## src/pfp_regs.svh

```systemverilog
// register offsets, reset values and field positions of the prefix and fetch pointer block
// assumes a 12-bit apb byte address and 32-bit data
`ifndef PFP_REGS_SVH
`define PFP_REGS_SVH

`define PFP_OFF_IP 12'h000
`define PFP_OFF_PFX 12'h004
`define PFP_OFF_STATUS 12'h008

`define PFP_RST_IP 16'h8000
`define PFP_RST_PFX 8'h00
`define PFP_RST_EXT 3'h0

`define PFP_ST_ACT_BIT 0
`define PFP_ST_EXT_LSB 8
`define PFP_ST_EXT_MSB 10

`endif

```

## src/pfp_pkg.sv

```systemverilog
// types shared by the prefix and fetch pointer block
// assumes pfp_regs.svh supplies all numeric constants
package pfp_pkg;
   typedef logic [15:0] pfp_word_t;
   typedef logic [7:0] pfp_byte_t;
   typedef logic [2:0] pfp_ext_t;
   typedef enum logic [1:0] {
      PFP_APB_IDLE,
      PFP_APB_WAIT,
      PFP_APB_DONE
   } pfp_apb_st_t;
endpackage

```

## src/pfp_fetch_ptr.sv

```systemverilog
// fetch address pointer: holds the next program word address
// assumes load and fetch_done are single-cycle strobes on the core clock
`timescale 1ns/10ps
`include "pfp_regs.svh"
module pfp_fetch_ptr
   import pfp_pkg::*;
(
   input wire logic clk,
   input wire logic rst_n,
   input wire logic fetch_done,
   input wire logic load,
   input wire pfp_word_t load_addr,
   output pfp_word_t fetch_address_pointer_q
);
   pfp_word_t fetch_address_pointer_d;

   always_comb begin
      fetch_address_pointer_d = fetch_address_pointer_q;
      // [RL9] write redirects fetch
      if (load) begin
         fetch_address_pointer_d = load_addr;
      // [RL8] advance after fetch
      end else if (fetch_done) begin
         fetch_address_pointer_d = fetch_address_pointer_q + 16'h0001;
      end
   end

   // [RL7] reset to program start
   always_ff @(posedge clk or negedge rst_n) begin
      if (!rst_n) begin
         fetch_address_pointer_q <= `PFP_RST_IP;
      end else begin
         fetch_address_pointer_q <= fetch_address_pointer_d;
      end
   end
endmodule // pfp_fetch_ptr

```

## src/pfp_top.sv

```systemverilog
// prefix register and fetch address pointer with an apb register port
// assumes core strobes arrive on pclk, one cycle wide, no synchronisers needed
//
// What this block does
// [RL1] prefix clears to zero on reset
// [RL2] prefix joins byte source as upper byte
// [RL3] prefix lives one instruction, then clears
// [RL4] unloaded prefix read as source gives zero
// [RL5] prefix upper eight bits read zero
// [RL6] subdecodes one to seven extend indexing
// [RL7] pointer resets to program start address
// [RL8] pointer holds next address, increments per fetch
// [RL9] pointer write redirects the fetch stream
// [RL10] pointer read leaves fetching untouched
//
// The APB slave port and the placing of the registers were left to the implementer.
`timescale 1ns/10ps
`include "pfp_regs.svh"
module pfp_top
   import pfp_pkg::*;
(
   input wire logic pclk,
   input wire logic presetn,
   input wire logic psel,
   input wire logic penable,
   input wire logic pwrite,
   input wire logic [11:0] paddr,
   input wire logic [31:0] pwdata,
   input wire logic [3:0] pstrb,
   output logic pready,
   output logic [31:0] prdata,
   output logic pslverr,
   input wire logic instr_step,
   input wire logic fetch_done,
   input wire logic core_ip_we,
   input wire pfp_word_t core_ip_wdata,
   input wire logic core_pfx_we,
   input wire pfp_byte_t core_pfx_wdata,
   input wire pfp_ext_t core_pfx_sel,
   input wire pfp_byte_t src_operand,
   output pfp_word_t fetch_addr,
   output pfp_byte_t pfx_source,
   output pfp_ext_t idx_ext,
   output pfp_word_t dest_data,
   output logic dest_valid
);

   function automatic logic addr_hit(input logic [11:0] a, input logic [11:0] off);
      addr_hit = (a[11:2] == off[11:2]);
   endfunction

   function automatic pfp_word_t lane_merge(input pfp_word_t old_v, input logic [31:0] wd,
                                           input logic [3:0] be);
      pfp_word_t r;
      r = old_v;
      if (be[0]) begin
         r[7:0] = wd[7:0];
      end
      if (be[1]) begin
         r[15:8] = wd[15:8];
      end
      lane_merge = r;
   endfunction

   // apb handshake state
   pfp_apb_st_t apb_st_q;
   pfp_apb_st_t apb_st_d;
   logic pready_q;
   logic pready_d;
   logic [31:0] prdata_q;
   logic [31:0] prdata_d;
   logic pslverr_q;
   logic pslverr_d;

   // prefix state
   pfp_byte_t pfx_q;
   pfp_byte_t pfx_d;
   pfp_ext_t ext_q;
   pfp_ext_t ext_d;
   logic pfx_act_q;
   logic pfx_act_d;

   // merged destination
   pfp_word_t dest_q;
   pfp_word_t dest_d;
   logic dest_vld_q;
   logic dest_vld_d;

   // decoded access
   logic apb_done;
   logic hit_ip;
   logic hit_pfx;
   logic hit_st;
   logic mapped;
   logic apb_ip_we;
   logic apb_pfx_we;
   logic ip_load;
   pfp_word_t ip_load_addr;
   pfp_word_t ip_q;
   pfp_word_t ip_wr_val;

   assign hit_ip = addr_hit(paddr, `PFP_OFF_IP);
   assign hit_pfx = addr_hit(paddr, `PFP_OFF_PFX);
   assign hit_st = addr_hit(paddr, `PFP_OFF_STATUS);
   assign mapped = hit_ip | hit_pfx | hit_st;

   // the transfer completes only on the edge where pready is seen high
   assign apb_done = psel & penable & pready_q;
   assign apb_ip_we = apb_done & pwrite & hit_ip;
   assign apb_pfx_we = apb_done & pwrite & hit_pfx & pstrb[0];
   assign ip_wr_val = lane_merge(ip_q, pwdata, pstrb);

   // core branch wins over a simultaneous bus write; both are redirects
   always_comb begin
      ip_load = 1'b0;
      ip_load_addr = ip_q;
      // [RL9] branch on pointer write
      if (core_ip_we) begin
         ip_load = 1'b1;
         ip_load_addr = core_ip_wdata;
      end else if (apb_ip_we) begin
         ip_load = 1'b1;
         ip_load_addr = ip_wr_val;
      end
   end

   pfp_fetch_ptr u_fetch_ptr (
      .clk(pclk),
      .rst_n(presetn),
      .fetch_done(fetch_done),
      .load(ip_load),
      .load_addr(ip_load_addr),
      .fetch_address_pointer_q(ip_q)
   );

   // apb slave: one wait cycle so every answer comes from a flop
   always_comb begin
      apb_st_d = apb_st_q;
      pready_d = 1'b0;
      prdata_d = prdata_q;
      pslverr_d = 1'b0;
      case (apb_st_q)
         PFP_APB_IDLE: begin
            if (psel && penable) begin
               apb_st_d = PFP_APB_WAIT;
               pready_d = 1'b1;
               pslverr_d = ~mapped;
               prdata_d = 32'h0000_0000;
               if (!pwrite) begin
                  // [RL10] plain read of pointer
                  if (hit_ip) begin
                     prdata_d = {16'h0000, ip_q};
                  end
                  // [RL5] upper prefix bits zero
                  if (hit_pfx) begin
                     prdata_d = {24'h00_0000, pfx_q};
                  end
                  if (hit_st) begin
                     prdata_d[`PFP_ST_ACT_BIT] = pfx_act_q;
                     prdata_d[`PFP_ST_EXT_MSB:`PFP_ST_EXT_LSB] = ext_q;
                  end
               end
            end
         end
         PFP_APB_WAIT: begin
            apb_st_d = PFP_APB_DONE;
         end
         PFP_APB_DONE: begin
            apb_st_d = PFP_APB_IDLE;
         end
         default: begin
            apb_st_d = PFP_APB_IDLE;
         end
      endcase
   end

   always_ff @(posedge pclk or negedge presetn) begin
      if (!presetn) begin
         apb_st_q <= PFP_APB_IDLE;
         pready_q <= 1'b0;
         prdata_q <= 32'h0000_0000;
         pslverr_q <= 1'b0;
      end else begin
         apb_st_q <= apb_st_d;
         pready_q <= pready_d;
         prdata_q <= prdata_d;
         pslverr_q <= pslverr_d;
      end
   end

   // prefix: a load arms it, the next instruction boundary consumes it
   always_comb begin
      pfx_d = pfx_q;
      ext_d = ext_q;
      pfx_act_d = pfx_act_q;
      // [RL3] auto clear after one instruction
      if (instr_step) begin
         pfx_d = `PFP_RST_PFX;
         ext_d = `PFP_RST_EXT;
         pfx_act_d = 1'b0;
      end
      // load beats the clear so a back-to-back prefix is not lost
      if (core_pfx_we) begin
         pfx_d = core_pfx_wdata;
         // [RL6] subdecode as index extension
         ext_d = core_pfx_sel;
         pfx_act_d = 1'b1;
      end else if (apb_pfx_we) begin
         pfx_d = pwdata[7:0];
         ext_d = `PFP_RST_EXT;
         pfx_act_d = 1'b1;
      end
   end

   // [RL1] prefix cleared on reset
   always_ff @(posedge pclk or negedge presetn) begin
      if (!presetn) begin
         pfx_q <= `PFP_RST_PFX;
         ext_q <= `PFP_RST_EXT;
         pfx_act_q <= 1'b0;
      end else begin
         pfx_q <= pfx_d;
         ext_q <= ext_d;
         pfx_act_q <= pfx_act_d;
      end
   end

   // destination word of the instruction ending at this boundary
   always_comb begin
      dest_d = dest_q;
      dest_vld_d = 1'b0;
      if (instr_step) begin
         dest_vld_d = 1'b1;
         // [RL2] prefix as upper byte
         if (pfx_act_q) begin
            dest_d = {pfx_q, src_operand};
         // [RL4] inactive prefix yields zero
         end else begin
            dest_d = {8'h00, src_operand};
         end
      end
   end

   always_ff @(posedge pclk or negedge presetn) begin
      if (!presetn) begin
         dest_q <= 16'h0000;
         dest_vld_q <= 1'b0;
      end else begin
         dest_q <= dest_d;
         dest_vld_q <= dest_vld_d;
      end
   end

   assign pready = pready_q;
   assign prdata = prdata_q;
   assign pslverr = pslverr_q;
   assign fetch_addr = ip_q;
   // [RL4] source view is zero unless armed
   assign pfx_source = pfx_q;
   assign idx_ext = ext_q;
   assign dest_data = dest_q;
   assign dest_valid = dest_vld_q;

endmodule // pfp_top

```

## config.mk

```make
export PLATFORM = sky130hd
export DESIGN_NAME = pfp_top
export DESIGN_NICKNAME = d
export VERILOG_FILES = /design/src/pfp_pkg.sv /design/src/pfp_fetch_ptr.sv /design/src/pfp_top.sv
export VERILOG_INCLUDE_DIRS = /design/src
export SDC_FILE = /design/constraint.sdc
export NUM_CORES = 1
export LEC_CHECK = 0
export ABC_AREA = 0
export BUFFER_PORTS_ARGS = -buffer_cell sky130_fd_sc_hd__clkbuf_2
export CAP_MARGIN = 20
export CORE_MARGIN = 2
export CORE_UTILIZATION = 51
export DETAILED_ROUTE_END_ITERATION = 12
export GPL_ROUTABILITY_DRIVEN = 1
export PLACE_DENSITY = 0.95
export SETUP_SLACK_MARGIN = 0.5
export SYNTH_ARGS = -nofsm -noshare
export SYNTH_HDL_FRONTEND = slang
export SYNTH_SLANG_ARGS = --single-unit
export TNS_END_PERCENT = 20
```

## constraint.sdc

```tcl
create_clock -name pclk -period 2.92 [get_ports pclk]
set_clock_uncertainty 0.15 [all_clocks]
set_input_delay 0.584 -clock pclk [delete_from_list [all_inputs] [get_ports pclk]]
set_output_delay 0.584 -clock pclk [all_outputs]
set_load 0.1 [all_outputs]
```

Word level (Yosys, flattened, before mapping). Cells that the tools add are included.

Bits in registers: 81. Input port bits: 92. Output and inout bits: 78.

Add/subtract/negate cells: 1. Equal/unequal tests: 7. Multiplexer cells: 30. Bitwise logic cells: 9. Reductions and logical operators: 8.

Operators by type and width (number): $mux 16 (6); $mux 32 (2); $mux 8 (5); $add 16x1->16 const B (1); $mux 3 (4); $mux 1 (11); $eq 10x1->1 const B (1); $eq 10x2->1 const B (1); $logic_not 10->1 (1); $ne 3x3->1 const B (3); $and 1x1->1 (6); $reduce_and 3->1 (2); $pmux 2 s2 (1); $reduce_bool 3->1 (1); $eq 2x1->1 const B (1); $logic_not 2->1 (1); $mux 2 (1); $ne 2x2->1 const B (1); $or 1x1->1 (2); $reduce_and 2->1 (1); $reduce_bool 2->1 (1); $logic_and 1x1->1 (1); $not 1->1 (1).

Depth between registers and ports, before layout. Gate-level depths: netlist of run 1.

Word-level depth: 8. Gate-level depth with buffers: 9.

Cells and area by module. A second synthesis of run 1 with hierarchy kept.

Cells, all modules: 392. Area total of the unflattened synthesis: 3878.7 µm².

By module, submodules not included: pfp_top (instances 1, cells an instance 293, area an instance 2934.1 µm²); pfp_fetch_ptr (instances 1, cells an instance 99, area an instance 944.7 µm²).

Worst setup path before layout of run 1. No wires, ideal clock.

Path type: register to register. Start point: reg pready_q, in the netlist pready. End point: reg u_fetch_ptr.fetch_address_pointer_q[10]. Library setup time: 0.086 ns. Arrival time: 2.440 ns. Required time: 2.684 ns. Setup slack: 0.244 ns. Cell stages (with the launch flop): 9. Buffers on the path: 3. Path through: dfrtp_1 -> nand3b_4 -> or2_1 -> buf_2 -> or4_4 -> buf_6 -> and2_4 -> buf_6 -> a32oi_1.

Longest elaborated chain between the ends: 7.

Ends and longest elaborated chain: start: declaration (RTL line pfp_top.sv:68) `logic pready_q;`; start signal: assignment (RTL line pfp_top.sv:185) `pready_q <= pready_d;`; $and 1x1->1 * (RTL line pfp_top.sv:108) `assign apb_done = psel & penable & pready_q;`; $and 1x1->1 * (2 in series) (RTL line pfp_top.sv:109) `assign apb_ip_we = apb_done & pwrite & hit_ip;`; $mux 1 (RTL line pfp_top.sv:121) `end else if (apb_ip_we) begin`; $mux 1 (RTL line pfp_top.sv:118) `if (core_ip_we) begin`; $ne 3x3->1 (no line) / $reduce_bool 2->1 (equally long branches); $reduce_and 3->1 (no line); end signal: assignment (RTL line pfp_fetch_ptr.sv:31) `` fetch_address_pointer_q <= `PFP_RST_IP; ``; end signal: assignment (RTL line pfp_fetch_ptr.sv:33) `fetch_address_pointer_q <= fetch_address_pointer_d;`; end: declaration (RTL line pfp_fetch_ptr.sv:13) `output pfp_word_t fetch_address_pointer_q`.

Every way passes the cells marked *; elsewhere a longest branch is shown, timed or not. A chain may end at the register's enable or synchronous reset.

Worst setup path in the final report of run 1.
Start point: in paddr[9]. End point: reg u_fetch_ptr.fetch_address_pointer_q[4].

Longest elaborated chain between the ends: 6.

Ends and longest elaborated chain: start: declaration (RTL line pfp_top.sv:27) `input wire logic [11:0] paddr,`; $logic_not 10->1 * (RTL line pfp_top.sv:49) `addr_hit = (a[11:2] == off[11:2]);`; $and 1x1->1 * (RTL line pfp_top.sv:109); $mux 1 (RTL line pfp_top.sv:121); $mux 1 (RTL line pfp_top.sv:118); $ne 3x3->1 (no line) / $reduce_bool 2->1 (equally long branches); $reduce_and 3->1 (no line).

Marks and branches as above.

==> qor.csv, run 1 <==
metric;value;unit
Finished Core Util;66.2;%
initial antenna violation count;0;
core area;6790;um^2
Max FO, Critical Path;13;
Critical Path RT;3.03;ns
Die Y;88.0;um
Setup Buffers After CTS;0;
compound-cell area share of the yosys netlist;19.5;%
r2r startpoint;pready$_DFF_PN0_;
GR Util All Layers;27.1;%
R2R cell count;5;
Syn Area/Cell;9.32;um^2
Setup Viol. Count Final;0;
TritonCTS clock tree;done;
routed via count;3617;
CP Launch Type;primary input;
post-route cell area;4500;um^2
Clk Latency, worst-skew pair;0.34;ns
Ys Warns;0;
Power Density;600;nW/um^2
clk buf depth;2;
total congestion overflow;0;
Synth Area in XOR/XNOR;0.243;%
I/O pins;170;
via/cell ratio;5.85;
Synth Area in Simple Gates;19.1;%
Antenna diodes;0;
ys async rst share;100;%
Fmax achieved;0.417;GHz
Worst Max-Slew Pin Slew;0.686;ns
largest net degree at the start of global routing;44;
final net count;610;
Post-Synthesis Cells;386;
most frequent cells after synthesis;dfrtp_1 (64), nand2_1 (44), o21ai_0 (30);
GP Congestion;0.931;
WL/cell;16.9;um
Yosys top cell by area;dfrtp_1;
top-count cell post-synth;dfrtp_1;
fillcell total;535;
Final Hold Fails;0;
Seq cells post-synth;65;
TritonRoute pass-1 iters;7;
RSZ-0062 raised after global routing;true;
first-pass GRT wire length;16.0;mm
crit path DAT;2.51;ns
Clock Sinks;65;
dpl cell area;4310;um^2
share of cells above drive strength 1;35.6;%
Max Slew Vio Count;0;
Synth area leaders;dfrtp_1 (45%), nand2_1 (4.6%), o21ai_0 (4.2%);
RR Endpoint;u_fetch_ptr.fetch_address_pointer_q[4]$_DFFE_PN0P_;
drt first-iter violations;441;
VDD IR max;453;uV
total CTS buffers;9;
Die Area;7740;um^2
Final period util;82.1;%
dpl hpwl;7.99;mm
final wirelength;10.5;mm
endpoint type of the worst setup path;register;
CTS root buf;clkbuf_8;
CTS Hold Bufs;0;
Netlist cell types;55;
synthesized cell area;3600;um^2
Post-Synth Adder-Cell Area;0.348;%
DIE WIDTH;88.0;um
htree depth;3;
P_leak;2.22;nW
R2R setup slack;0.82;ns
Post-synth EDFFs;0;
main combinational cell family by area after synthesis;compound AO/OA/AOI/OAI gates;
Seq/Total Area, Yosys;45.3;%
Top FF cell, synth;dfrtp_1;
fin crit period;2.40;ns
synthesis-to-layout area growth;25.0;%
mux cell area share after synthesis;6.75;%
max-cap viol count;0;
top cell type's share of synthesized area;44.5;%
Hold Path Class;in2async;
# resized after CTS;0;
Starting Density;52.9;%
vias in the first global route;3328;
DRC;0;
setup_tns;0;ns
Worst-path clk slew;0.08;ns
Setup crit start;paddr[9];
port buffer count;133;
Post-DRT Antenna Nets;0;
Core Rows;30;
Worst Setup Path Type;in2reg;
Rel. slew slack;54.3;%
status;complete, no violations;
-- worst max-delay path by stage --
stage / endpoint
floorplan: u_fetch_ptr.fetch_address_pointer_q[10]$_DFFE_PN0P_
global placement: u_fetch_ptr.fetch_address_pointer_q[3]$_DFFE_PN0P_
detailed placement: u_fetch_ptr.fetch_address_pointer_q[0]$_DFFE_PN0P_
finish: u_fetch_ptr.fetch_address_pointer_q[4]$_DFFE_PN0P_
CTS: u_fetch_ptr.fetch_address_pointer_q[0]$_DFFE_PN0P_
global route: u_fetch_ptr.fetch_address_pointer_q[2]$_DFFE_PN0P_
-- where the power goes --
| part | internal, W | switching (W) | total, W |
|---|---|---|---|
| logic | 0.000175 | 0.000767 | 0.000942 |
| registers | 0.000969 | 0.0000860 | 0.00105 |
| clock network | 0.000334 | 0.000366 | 0.000700 |
| total | 0.00148 | 0.00122 | 0.00270 |
-- through the flow --
stage | power (W) | instances | hold WS, ns | setup slack (ns)
2_1_floorplan | 0.00181 | 401 | 0.138 | 0.475
3_3_place_gp | 0.00199 | 602 | 0.255 | 0.228
3_5_place_dp | 0.00201 | 602 | 0.276 | 0.165
4_1_cts | 0.00270 | 618 | 0.0889 | 0.520
5_1_grt | 0.00280 | 618 | 0.107 | 0.452
6_report | 0.00270 | 618 | 0.0762 | 0.524
-- cell type report --
| class | instances | area [um^2] | area share, % |
|---|---|---|---|
| inverters | 19 | 71.3 | 1.59 |
| well taps | 96 | 120 | 2.67 |
| clock inverters | 6 | 41.3 | 0.918 |
| repair buffers | 146 | 776 | 17.3 |
| flip-flops and latches | 65 | 1630 | 36.3 |
| clock buffers | 10 | 138 | 3.06 |
| multi-input cells | 276 | 1720 | 38.2 |
-- cell usage in the layout (no fill, tap or decap), drive strengths merged, types with 6 or more instances in the layout --
cell	count
nand3	18
inv	21
a22o	6
nor3	14
mux2	10
clkbuf	143
mux2i	13
o21ai	33
and3	7
nor2	15
nor3b	8
buf	13
conb	16
o211ai	10
dfrtp	64
nand2	44
a21oi	14
-- registers in the layout, summed over array words and instances (netlist names) --
signal / cells
u_fetch_ptr.fetch_address_pointer_q: 16
prdata: 16
apb_st_q: 2
idx_ext: 3
pfx_act_q: 1
pfx_source: 8
dest_data: 16
dest_valid: 1
pslverr: 1
pready: 1
-- worst max-delay path: stages --
cell and delay (ns):
clkbuf_2 0.08, or4_1 0.60, nor3_2 0.27, nand2_1 0.34
a311o_1 0.43, a32oi_1 0.19
-- kinds of logic after synthesis --
family | after synthesis
other cells | 1
fa+ha+maj | 1
compound gates | 104
buf+inv | 60
xor+xnor | 1
simple gates | 131
flops | 65
mux | 23
-- routing by layer --
layer / track usage, % / part of all wire, %
met4: 12.0 / 2.9
met3: 4.52 / 7.4
met2: 44.7 / 50
met1: 35.2 / 40
met5: 0 / 0
Note: power is estimated with default switching activity, not from simulation.
==> inputs of run 2 (changes only) <==
--- a/config.mk
+++ b/config.mk
@@ -10,10 +10,10 @@
 export BUFFER_PORTS_ARGS = -buffer_cell sky130_fd_sc_hd__clkbuf_2
 export CAP_MARGIN = 20
 export CORE_MARGIN = 2
-export CORE_UTILIZATION = 51
+export CORE_UTILIZATION = 47
 export DETAILED_ROUTE_END_ITERATION = 12
 export GPL_ROUTABILITY_DRIVEN = 1
-export PLACE_DENSITY = 0.95
+export PLACE_DENSITY = 0.89
 export SETUP_SLACK_MARGIN = 0.5
 export SYNTH_ARGS = -nofsm -noshare
 export SYNTH_HDL_FRONTEND = slang
==> constraint.sdc (replaced) <==
create_clock -name pclk -period 2.5 [get_ports pclk]
set_clock_uncertainty 0.15 [all_clocks]
set_input_delay 0.5 -clock pclk [delete_from_list [all_inputs] [get_ports pclk]]
set_output_delay 0.5 -clock pclk [all_outputs]
set_load 0.1 [all_outputs]
==> run 2 against run 1 <==
Routed wire length rose by 7.3%. Non-clock buffer count rose by 11. Combinational power rose by 20%. Clock power rose by 30%. Clock-buffer cell count did not move. Die area rose by 8.1%. Cell area rose by 4.3%. Power rose by 21%. Global-route usage fell by 0.80 points. Via count rose by 2.2%. First-iteration DRC count fell by 12%. Sequential share of layout area fell by 1.3 points. Largest power group unchanged.
==> qor.csv, run 2 (synthesized netlist as in run 1, its figures left out) <==
metric;value;unit;change
status;complete, no violations;;
Layout Cells excl Fill;632;;+2.3%
routed via count;3696;;+2.2%
htree depth;3;;unchanged
r2r startpoint;apb_st_q[0]$_DFFE_PN0P_;;
Die Area;8370;um^2;+8.1%
Setup Viol. Count Final;0;;unchanged
Worst Setup Path Type;in2reg;;
Setup crit start;paddr[6];;
endpoint type of the worst setup path;register;;
Die Y;91.5;um;+4.0%
Fmax achieved;0.479;GHz;
TritonCTS clock tree;done;;
share of cells above drive strength 1;40.0;%;+4.3 points
CP Launch Type;primary input;;
Max Slew Vio Count;0;;unchanged
area used by multi-input combinational logic;1790;um^2;+4.2%
most common cell after layout, fill and taps aside;clkbuf_2;;
fillcell total;600;;+12%
DIE WIDTH;91.5;um;+4.0%
I/O pins;170;;unchanged
total CTS buffers;9;;unchanged
largest net degree at the start of global routing;66;;+50%
post-route cell area;4690;um^2;+4.3%
fin crit period;2.09;ns;
WL/cell;17.8;um;+5.0%
Final period util;83.5;%;
final net count;621;;+1.8%
Starting Density;49.1;%;-3.9 points
GP Congestion;0.925;;-0.71%
synthesis-to-layout area growth;30.4;%;
placed cells;612;;+1.7%
Rel. slew slack;52.1;%;-2.2 points
Post-DRT Antenna Nets;0;;unchanged
total congestion overflow;0;;unchanged
DRC;0;;unchanged
Clock Sinks;65;;unchanged
RSZ-0062 raised after global routing;true;;
Worst Max-Slew Pin Slew;0.719;ns;+0.0332 ns
initial antenna violation count;0;;unchanged
core area;7330;um^2;+7.9%
CTS root buf;clkbuf_8;;
Reg area;1640;um^2;+0.46%
Power Density;698;nW/um^2;+16%
P_leak;2.31;nW;+3.9%
via/cell ratio;5.85;;about the same
Antenna diodes;0;;unchanged
GR Util All Layers;26.3;%;-0.80 points
drt first-iter violations;386;;-12%
final wirelength;11.2;mm;+7.3%
TritonRoute pass-1 iters;6;;-1
clk buf depth;2;;unchanged
most frequent cells in the layout;clkbuf_2 (132), dfrtp_1 (57), nand2_1 (44);;
max-cap viol count;0;;unchanged
CTS Hold Bufs;0;;unchanged
Final Hold Fails;0;;unchanged
dpl hpwl;7.97;mm;-0.31%
Max FO, Critical Path;5;;-8
hold slack;0.0344;ns;-0.0419 ns
dpl cell area;4380;um^2;+1.5%
Worst-path clk slew;0.08;ns;about the same
Clk Latency, worst-skew pair;0.35;ns;about the same
Core Rows;31;;+3.3%
VDD IR max;512;uV;+13%
first-pass GRT wire length;17.6;mm;+9.9%
port buffer count;133;;unchanged
Critical Path RT;2.56;ns;-0.47 ns
setup_tns;0;ns;unchanged
Hold Path Class;in2async;;
total power;0.00327;W;+21%
vias in the first global route;3488;;+4.8%
crit path DAT;2.15;ns;-0.36 ns
run 2: changes by cell type in the layout (fill, tap and decap cells not counted), sizes merged:
cell    before  now
bufinv       0    1
buf         13   25
clkbuf     143  142
clkinv       4    3
run 2: final timing paths:
check                                                                            to  slack (ns)  cells after the start
worst min-delay path             u_fetch_ptr.fetch_address_pointer_q[0]$_DFFE_PN0P_        0.03                      2
worst max register to register                                prdata[3]$_DFFE_PN0P_        0.46                      4
worst min register to register                              apb_st_q[1]$_DFFE_PN0P_        0.28                      1
worst max-delay path                                      pfx_source[3]$_DFFE_PN0P_        0.41                      8
min in group pclk                                         pfx_source[2]$_DFFE_PN0P_        0.21                      3
max in group asynchronous       u_fetch_ptr.fetch_address_pointer_q[15]$_DFFE_PN1P_        1.84                      2
run 2: worst max-delay path, stage by stage:
cell      delay (ns)
clkbuf_2        0.10
or4_4           0.57
buf_6           0.14
nor4_4          0.32
buf_4           0.23
nor3b_1         0.06
a21oi_1         0.15
o21ai_0         0.09
run 2: what timing repair did:
item / 4_1_cts / 5_1_grt
resized for setup: 12 / 14
endpoints found under the setup margin: 32 / 45
cloned: 1 / 0
buffers inserted: 0 / 3
pin swaps: 4 / 5
run 2: per-layer routing:
| layer | track usage (%) | share of wire (%) | up-vias | wire [um] |
|---|---|---|---|---|
| li1 | - | - | 1673 | - |
| met1 | 34.7 | 39 | 1699 | 4430 |
| met2 | 41.1 | 47 | 275 | 5280 |
| met3 | 6.56 | 9.8 | 49 | 1100 |
| met4 | 11.4 | 3.8 | 0 | 425 |
| met5 | 0 | 0 | - | 0 |
run 2: where the power goes:
| part | leakage [nW] | switching (W) | total (W) | internal (W) |
|---|---|---|---|---|
| Combinational | 1.39 | 0.000910 | 0.00113 | 0.000215 |
| Sequential | 0.813 | 0.000105 | 0.00124 | 0.00113 |
| Clock | 0.101 | 0.000441 | 0.000907 | 0.000466 |
| Total | 2.31 | 0.00146 | 0.00327 | 0.00182 |
run 2: per-stage QoR:
| step | utilization (%) | setup slack (ns) |
|---|---|---|
| finish | 64.0 | 0.413 |
| detailed placement | 59.7 | 0.0359 |
| global route | 64.0 | 0.348 |
| global placement | 59.7 | 0.0409 |
| floorplan | - | 0.149 |
| CTS | 63.0 | 0.459 |
run 2: final cells by class:
cell class / instances / area share, %
repair buffers: 157 / 18.6
flip-flops and latches: 65 / 35.0
multi-input cells: 276 / 38.2
clock buffers: 10 / 2.72
well taps: 99 / 2.64
inverters: 19 / 1.52
clock inverters: 6 / 1.41
